$ cat src/rtl/ledfm_map.svh
// constants for the led fault manager
`ifndef LEDFM_MAP_SVH
`define LEDFM_MAP_SVH
`define LEDFM_DIS_PERIODS     32768
`define LEDFM_BLANK_DEF       1024
`define LEDFM_OPEN_TO_DEF     4096
`define LEDFM_CNT_W           16
`define LEDFM_REL_W           2
`define LEDFM_ADDR_CTRL       12'h000
`define LEDFM_ADDR_STAT       12'h004
`define LEDFM_ADDR_IRQ_ST     12'h008
`define LEDFM_ADDR_IRQ_MASK   12'h00C
`define LEDFM_CTRL_RST        32'h0000_0000
`define LEDFM_MASK_RST        32'h0000_0000
`define LEDFM_EV_W            7
`define LEDFM_EV_UV           0
`define LEDFM_EV_UC           1
`define LEDFM_EV_OT           2
`define LEDFM_EV_OPEN         3
`define LEDFM_EV_SHLED        4
`define LEDFM_EV_SHORT        5
`define LEDFM_EV_SLEEP        6
`endif

$ cat src/rtl/ledfm_pkg.sv
// types of the led fault manager
package ledfm_pkg;
  typedef struct packed {
    logic uv;
    logic uc;
    logic ot;
    logic open;
    logic sh_ref;
    logic sh_nonref;
    logic short_str;
  } ledfm_cmp_t;
  typedef enum logic [1:0] {
    LEDFM_BLANK,
    LEDFM_RUN,
    LEDFM_OPEN_HOLD
  } ledfm_st_t;
endpackage : ledfm_pkg

$ cat src/rtl/ledfm_sync.sv
// two-stage synchroniser for a bundle of levels
`timescale 1ns/1ns
module ledfm_sync #(
  parameter int W = 1
) (
  // clock and reset
  input  wire logic         pclk,
  input  wire logic         presetn,
  // levels
  input  wire logic [W-1:0] d,
  output logic      [W-1:0] q
);
  logic [W-1:0] meta_r;
  always_ff @(posedge pclk or negedge presetn)
  begin
    if (!presetn)
    begin
      meta_r <= '0;
      q      <= '0;
    end
    else
    begin
      meta_r <= d;
      q      <= meta_r;
    end
  end
endmodule : ledfm_sync

$ cat src/rtl/ledfm_top.sv
// led driver fault supervision with apb status and interrupt registers
`timescale 1ns/1ns
`include "ledfm_map.svh"
module ledfm_top
  import ledfm_pkg::*;
#(
  parameter int DIS_CYCLES  = `LEDFM_DIS_PERIODS,
  parameter int BLANK_CYC   = `LEDFM_BLANK_DEF,
  parameter int OPEN_TO_CYC = `LEDFM_OPEN_TO_DEF
) (
  // clock and reset
  input  wire logic        pclk,
  input  wire logic        presetn,
  // apb slave
  input  wire logic        psel,
  input  wire logic        penable,
  input  wire logic        pwrite,
  input  wire logic [11:0] paddr,
  input  wire logic [31:0] pwdata,
  output logic      [31:0] prdata,
  output logic             pready,
  output logic             pslverr,
  // comparator results and pins
  input  wire ledfm_cmp_t  cmp_in,
  input  wire logic        enable_in,
  input  wire logic        primary_fault_flag_i,
  // fault flags, open drain
  output logic             primary_fault_flag_o,
  output logic             primary_fault_flag_oe,
  output logic             secondary_fault_flag_o,
  output logic             secondary_fault_flag_oe,
  // gate drive and status
  output logic             gate_drive_out,
  output logic             sleep_out,
  output logic             irq
);
  if (DIS_CYCLES < 2 || DIS_CYCLES >= (1 << `LEDFM_CNT_W) + 1 ||
      BLANK_CYC < 1 || BLANK_CYC >= (1 << `LEDFM_CNT_W) ||
      OPEN_TO_CYC < 1 || OPEN_TO_CYC >= (1 << `LEDFM_CNT_W))
  begin : g_bad_count
    $error("ledfm_top: count parameter out of range");
  end

  localparam logic [`LEDFM_CNT_W-1:0] DIS_LAST =
    `LEDFM_CNT_W'(DIS_CYCLES - 1);
  localparam logic [`LEDFM_CNT_W-1:0] BLANK_LAST =
    `LEDFM_CNT_W'(BLANK_CYC - 1);
  localparam logic [`LEDFM_CNT_W-1:0] OPEN_LAST =
    `LEDFM_CNT_W'(OPEN_TO_CYC - 1);

  // ---------------------------------------------------------------
  // input synchronisers
  // ---------------------------------------------------------------
  logic [8:0] raw_in;
  logic [8:0] syn_in;
  assign raw_in = {cmp_in, enable_in, primary_fault_flag_i};
  ledfm_sync #(.W(9)) u_sync (
    .pclk    (pclk),
    .presetn (presetn),
    .d       (raw_in),
    .q       (syn_in)
  );
  ledfm_cmp_t cmp_s;
  logic       en_s;
  logic       ff1_ext_low;
  assign cmp_s       = ledfm_cmp_t'(syn_in[8:2]);
  assign en_s        = syn_in[1];
  assign ff1_ext_low = !syn_in[0];

  // ---------------------------------------------------------------
  // state
  // ---------------------------------------------------------------
  typedef struct packed {
    ledfm_st_t                 st;
    logic [`LEDFM_CNT_W-1:0]   cnt;
    logic [`LEDFM_CNT_W-1:0]   dis_cnt;
    logic                      sleep;
    logic                      short_lat;
    logic                      ff1_rel;
    logic                      ff2_rel;
    logic                      ff2_drv;
    logic [`LEDFM_REL_W-1:0]   rel_age;
    logic                      gate;
    logic                      ff1_drv;
    logic [`LEDFM_EV_W-1:0]    stat;
    logic [`LEDFM_EV_W-1:0]    irq_st;
    logic [`LEDFM_EV_W-1:0]    mask;
    logic                      gate_req;
    logic [31:0]               prdata;
    logic                      pready;
    logic                      pslverr;
    logic                      irq;
  } ledfm_state_t;

  ledfm_state_t s_r;
  ledfm_state_t s_nxt;

  function automatic logic [31:0] ledfm_zext(
    input logic [`LEDFM_EV_W-1:0] v
  );
    ledfm_zext = {{(32 - `LEDFM_EV_W){1'b0}}, v};
  endfunction : ledfm_zext

  logic                   active;
  logic                   sh_led;
  logic                   monitor;
  logic [`LEDFM_EV_W-1:0] ev;
  logic                   wr_acc;
  logic                   rd_acc;
  logic                   ff2_rel_c;
  logic                   ff1_ovr;

  always_comb
  begin
    s_nxt   = s_r;
    active  = !s_r.sleep && en_s;
    monitor = (s_r.st != LEDFM_BLANK);
    sh_led  = monitor && (cmp_s.sh_ref || cmp_s.sh_nonref);
    wr_acc  = psel && penable && pwrite && s_r.pready;
    rd_acc  = psel && penable && !pwrite && !s_r.pready;
    ff1_ovr = ff1_ext_low && (s_r.rel_age == '1);

    // enable low timing: sleep after the disable time
    if (en_s)
    begin
      s_nxt.dis_cnt = '0;
      s_nxt.sleep   = 1'b0;
    end
    else if (s_r.dis_cnt == DIS_LAST)
    begin
      s_nxt.sleep     = 1'b1;
      s_nxt.short_lat = 1'b0;
    end
    else
      s_nxt.dis_cnt = s_r.dis_cnt + `LEDFM_CNT_W'(1);

    // sequencer
    unique case (s_r.st)
      LEDFM_BLANK:
      begin
        if (!active || cmp_s.uv)
          s_nxt.cnt = '0;
        else if (s_r.cnt == BLANK_LAST)
        begin
          s_nxt.st  = LEDFM_RUN;
          s_nxt.cnt = '0;
        end
        else
          s_nxt.cnt = s_r.cnt + `LEDFM_CNT_W'(1);
        if (active && cmp_s.open && !cmp_s.uv)
        begin
          s_nxt.st  = LEDFM_OPEN_HOLD;
          s_nxt.cnt = '0;
        end
      end
      LEDFM_RUN:
      begin
        if (s_r.sleep || cmp_s.uv)
        begin
          s_nxt.st  = LEDFM_BLANK;
          s_nxt.cnt = '0;
        end
        else if (active && cmp_s.open)
        begin
          s_nxt.st  = LEDFM_OPEN_HOLD;
          s_nxt.cnt = '0;
        end
        if (active && cmp_s.short_str && !cmp_s.uv)
          s_nxt.short_lat = 1'b1;
      end
      LEDFM_OPEN_HOLD:
      begin
        if (s_r.sleep || cmp_s.uv)
        begin
          s_nxt.st  = LEDFM_BLANK;
          s_nxt.cnt = '0;
        end
        else if (s_r.cnt == OPEN_LAST)
        begin
          s_nxt.st  = LEDFM_RUN;
          s_nxt.cnt = '0;
        end
        else
          s_nxt.cnt = s_r.cnt + `LEDFM_CNT_W'(1);
      end
    endcase

    // own pull-down must fade from the sensed wire before override counts
    if (s_r.ff1_drv)
      s_nxt.rel_age = '0;
    else if (s_r.rel_age != '1)
      s_nxt.rel_age = s_r.rel_age + `LEDFM_REL_W'(1);

    // flag and gate decode
    s_nxt.ff1_rel = cmp_s.uv || s_r.short_lat;
    ff2_rel_c     = cmp_s.uv || (s_r.st == LEDFM_OPEN_HOLD)
                  || (monitor && cmp_s.uc)
                  || (monitor && cmp_s.ot)
                  || sh_led;
    s_nxt.ff2_rel = ff2_rel_c;
    s_nxt.ff2_drv = !ff2_rel_c;
    s_nxt.gate_req = active && !cmp_s.uv
                  && (s_r.st != LEDFM_OPEN_HOLD)
                  && (!s_r.short_lat || ff1_ovr);
    s_nxt.gate    = s_r.gate_req;
    s_nxt.ff1_drv = !s_r.ff1_rel;
    s_nxt.stat    = {s_r.sleep, s_r.short_lat, sh_led,
                     s_r.st == LEDFM_OPEN_HOLD, monitor && cmp_s.ot,
                     monitor && cmp_s.uc, cmp_s.uv};

    // sticky events, set wins over write-one clear
    ev = s_r.stat;
    if (wr_acc && paddr == `LEDFM_ADDR_IRQ_ST)
      s_nxt.irq_st = (s_r.irq_st & ~pwdata[`LEDFM_EV_W-1:0]) | ev;
    else
      s_nxt.irq_st = s_r.irq_st | ev;
    if (wr_acc && paddr == `LEDFM_ADDR_IRQ_MASK)
      s_nxt.mask = pwdata[`LEDFM_EV_W-1:0];
    s_nxt.irq = |(s_r.irq_st & s_r.mask);

    // apb answer one cycle after the access phase starts
    s_nxt.pready  = psel && penable && !s_r.pready;
    s_nxt.pslverr = 1'b0;
    s_nxt.prdata  = '0;
    if (rd_acc)
    begin
      unique case (paddr)
        `LEDFM_ADDR_CTRL:     s_nxt.prdata = ledfm_zext(s_r.mask);
        `LEDFM_ADDR_STAT:     s_nxt.prdata = ledfm_zext(s_r.stat);
        `LEDFM_ADDR_IRQ_ST:   s_nxt.prdata = ledfm_zext(s_r.irq_st);
        `LEDFM_ADDR_IRQ_MASK: s_nxt.prdata = ledfm_zext(s_r.mask);
        default:              s_nxt.pslverr = 1'b1;
      endcase
    end
    // the error comes with pready; a write lands at the pready edge
    if (psel && penable && pwrite && !s_r.pready
        && paddr != `LEDFM_ADDR_IRQ_ST
        && paddr != `LEDFM_ADDR_IRQ_MASK)
      s_nxt.pslverr = 1'b1;
  end

  always_ff @(posedge pclk or negedge presetn)
  begin
    if (!presetn)
    begin
      s_r         <= '0;
      s_r.st      <= LEDFM_BLANK;
      s_r.ff1_rel <= 1'b1;
      s_r.ff2_rel <= 1'b1;
      s_r.mask    <= `LEDFM_EV_W'(`LEDFM_MASK_RST);
    end
    else
      s_r <= s_nxt;
  end

  // ---------------------------------------------------------------
  // outputs
  // ---------------------------------------------------------------
  assign primary_fault_flag_o    = 1'b0;
  assign primary_fault_flag_oe   = s_r.ff1_drv;
  assign secondary_fault_flag_o  = 1'b0;
  assign secondary_fault_flag_oe = s_r.ff2_drv;
  assign gate_drive_out          = s_r.gate;
  assign sleep_out               = s_r.sleep;
  assign irq                     = s_r.irq;
  assign prdata                  = s_r.prdata;
  assign pready                  = s_r.pready;
  assign pslverr                 = s_r.pslverr;
endmodule : ledfm_top

$ cat config.mk
export PLATFORM = sky130hd
export DESIGN_NAME = ledfm_top
export DESIGN_NICKNAME = d
export VERILOG_FILES = /design/src/rtl/ledfm_pkg.sv /design/src/rtl/ledfm_sync.sv /design/src/rtl/ledfm_top.sv
export VERILOG_INCLUDE_DIRS = /design/src /design/src/rtl
export SDC_FILE = /design/constraint.sdc
export NUM_CORES = 1
export LEC_CHECK = 0
export ABC_AREA = 1
export BUFFER_PORTS_ARGS = -buffer_cell sky130_fd_sc_hd__buf_2
export CAP_MARGIN = 20
export CORE_MARGIN = 2
export CORE_UTILIZATION = 49
export CTS_BUF_LIST = sky130_fd_sc_hd__clkbuf_4 sky130_fd_sc_hd__clkbuf_8 sky130_fd_sc_hd__clkbuf_16
export DETAILED_ROUTE_END_ITERATION = 10
export PLACE_DENSITY = 0.85
export SETUP_SLACK_MARGIN = 0.1
export SYNTH_ARGS = -nofsm -noshare
export SYNTH_HDL_FRONTEND = slang
export SYNTH_SLANG_ARGS = --single-unit
$ cat constraint.sdc
create_clock -name pclk -period 1.4 [get_ports pclk]
set_input_delay 0.07 -clock pclk [delete_from_list [all_inputs] [get_ports pclk]]
set_output_delay 0.07 -clock pclk [all_outputs]
set_load 0.01 [all_outputs]
==> impl_metrics.env <==
export IMPL_fmax_mhz=639
export IMPL_slew_headroom_pct=66.1
export IMPL_vias=3990
export IMPL_die_x_um=99.3
export IMPL_worstPathArrival_ns=1.86
export IMPL_setup_viol=36
export IMPL_start_util_pct=50.8
export IMPL_io_pins=99
export IMPL_antenna_found_initial=0
export IMPL_drt_iter0_drc=281
export IMPL_path_clk_slew_ns=0.10
export IMPL_start_kind="register"
export IMPL_final_instance_count_excl_fill=743
export IMPL_vias_per_cell=5.37
export IMPL_grt_pass1_wl_mm=17.7
export IMPL_hold_path_class="in2reg"
export IMPL_cts_tree="done"
export IMPL_hold_viol_final=0
export IMPL_ant_nets=0
export IMPL_io_buffers=46
export IMPL_power_density_nw_per_um2=1120
export IMPL_status="finished, violations left"
export IMPL_dieArea_um2=9860
export IMPL_cts_sinks=92
export IMPL_grt_pass1_vias=3949
export IMPL_cap_violations=0
export IMPL_required_ns=1.69
export IMPL_clock_skew_ns=0.0151
export IMPL_drc=0
export IMPL_crit_type="reg2reg"
export IMPL_netlist_instances=521
export IMPL_min_period_ns=1.57
export IMPL_die_height_um=99.3
export IMPL_htreeDepth=3
export IMPL_syn_avg_cell_area_um2=8.54
export IMPL_violations="negative setup slack"
export IMPL_nNetsFinal=694
export IMPL_yosysSeqAreaShare_pct=51.8
export IMPL_fin_util_pct=65.3
export IMPL_slowest_stage="dfrtp_1"
export IMPL_drv_slew=0
export IMPL_insertion_delay_ns=0.38
export IMPL_synth_area_um2=4450
export IMPL_total_power_w=0.00639
export IMPL_area_growth_pct=28.5
export IMPL_path_cells="ha_4, nand3_4, nor3_4, nand2_2, nor2_4, nand2_1, o21ai_1"
export IMPL_path_buf_inv=0
export IMPL_leakagePower_nw=2.93
export IMPL_peakVddDrop_uv=562
export IMPL_placementRows=34
export IMPL_critical_path_max_fanout=5
export IMPL_worstMarginPinSlew_ns=0.508
export IMPL_cts_max_path_buffers=2
export IMPL_first_pass_iters=5
export IMPL_diodes=0
export IMPL_wl_per_cell_um=15.5
export IMPL_placed_cells=691
export IMPL_wl_mm=11.5
export IMPL_ys_types=34
export IMPL_fin_setup_tns_ns=-3.48
export IMPL_dp_hpwl_mm=6.49
export IMPL_cts_buffers=9
export IMPL_drive_above_1_share_pct=31.3
export IMPL_finalWorstSetupSlack_ns=-0.165
export IMPL_yosysWarnings=0
export IMPL_grt_max_degree=40
export IMPL_grt_overflow_total=0
export IMPL_gp_congestion=0.842
export IMPL_core_area_um2=8760
export IMPL_cpPeakStageDelay_ns=0.45
export IMPL_end_kind="register"
export IMPL_ys_ff_latch=92
export IMPL_grtUsageTotal_pct=22.3
export IMPL_path_delay_family="simple AND/OR/NAND/NOR gates"
export IMPL_root_buffer="clkbuf_8"
export IMPL_rsz0062_at_grt="true"
export IMPL_period_share_pct=112
kinds of logic (layout without fill, tap and decap cells):
kind of cell    after synthesis  count (layout)  synth area share [%]
compound gates               44              44                  5.82
xor+xnor                     11              11                  2.16
fa+ha+maj                     6               6                  1.69
buf+inv                     102             189                  11.8
flops                        92              92                  51.8
other cells                   1              27                0.0843
simple gates                265             266                  26.7
cell usage in the layout, fill, tap and decap left out, types with 3 or more instances in the layout:
cell type,count
dlygate4sd3_1,19
dfrtp_1,88
nor2_4,8
buf_4,41
ha_4,3
nor3_1,3
nand4_1,6
nand2_2,18
buf_2,45
clkbuf_8,9
dfrtp_2,3
nand2_1,93
nand3_1,37
nand3_2,5
nor2_2,10
conb_1,27
o21bai_1,7
nor2_1,64
o21ai_2,5
inv_8,3
nand3_4,7
o21ai_0,17
nor3_2,4
buf_6,3
xor2_1,11
a31oi_1,5
inv_2,9
inv_1,51
where the power goes:
| part | total (W) | internal [W] | switching (W) |
|---|---|---|---|
| sequential | 0.00302 | 0.00287 | 0.000153 |
| combinational | 0.00160 | 0.000680 | 0.000922 |
| clock | 0.00177 | 0.000695 | 0.00108 |
layer usage:
layer  vias up  part of all wire, %  global-route usage (%)
met5         -                    0                       0
met2       216                   51                    39.0
met3        76                  6.5                    5.34
li1       1798                    -                       -
met4         0                  5.3                    11.4
met1      1900                   37                    25.5
Yosys cell counts, drive strengths merged:
cell,instances,area share (%)
a31oi,6,0.84
nand3b,1,0.17
a21oi,4,0.45
o21bai,7,1.2
a22oi,1,0.17
o21ai,23,2.6
nor2,82,7.7
clkbuf,2,0.17
nand2,113,9.8
or2,3,0.42
dfstp,1,0.59
ha,6,1.7
nand4,6,0.84
inv,63,5.3
nor3,9,1.5
buf,37,6.3
conb,1,0.084
xor2,11,2.2
a31o,2,0.39
nand3,48,5.8
nor3b,1,0.17
and2,2,0.28
dfrtp,91,51
a221oi,1,0.20
timing repair:
item | CTS | global route
pin swaps | 14 | 15
gates cloned | 1 | 0
gates resized for setup | 33 | 30
setup endpoints to repair | 38 | 47
endpoints found under the hold margin | 53 | 0
buffers inserted | 11 | 5
hold buffers | 19 | 0
stage by stage:
| step | hold slack [ns] | cell area [um2] | setup slack (ns) |
|---|---|---|---|
| floorplan | -0.226 | 4670 | 0.0825 |
| global placement | 0.0611 | 4990 | -0.0319 |
| detailed placement | 0.0722 | 4990 | -0.116 |
| CTS | 0.0105 | 5590 | -0.0297 |
| global route | 0.0190 | 5720 | -0.311 |
| finish | 0.0274 | 5720 | -0.165 |
worst paths after layout:
check / from / endpoint / slack, ns / cells past startpoint
setup / recovery: s_r[67]$_DFFE_PN0N_ / s_r[66]$_DFFE_PN0N_ / -0.17 / 7
hold / removal: pwdata[4] / s_r[40]$_DFFE_PN0P_ / 0.03 / 3
setup reg to reg: s_r[67]$_DFFE_PN0N_ / s_r[66]$_DFFE_PN0N_ / -0.17 / 7
hold reg to reg: u_sync.meta_r[5]$_DFF_PN0_ / u_sync.q[5]$_DFF_PN0_ / 0.36 / 0
max in group asynchronous: presetn / u_sync.meta_r[4]$_DFF_PN0_ / 0.60 / 3
min in group asynchronous: presetn / pslverr$_DFF_PN0_ / 0.20 / 2
tightest hold or removal path: stages:
cell and delay, ns:
buf_2 0.10, inv_1 0.08, o21ai_0 0.10
final cells by class:
type / instances / area [um2]
Timing Repair Buffer: 110 / 797
Multi-Input combinational cell: 354 / 2040
Sequential cell: 92 / 2310
Tap cell: 108 / 135
Clock inverter: 7 / 67.6
Inverter: 63 / 245
Fill cell: 598 / 3040
Clock buffer: 9 / 124
registers in the layout (all words and copies together) (netlist names):
register / cells
s_r: 51
primary_fault_flag_oe: 1
u_sync.q: 9
ev: 7
prdata: 7
pready: 1
u_sync.meta_r: 9
secondary_fault_flag_oe: 1
gate_drive_out: 1
sleep_out: 1
pslverr: 1
s_nxt: 2
irq: 1
Power figures use the tool's default switching activity.
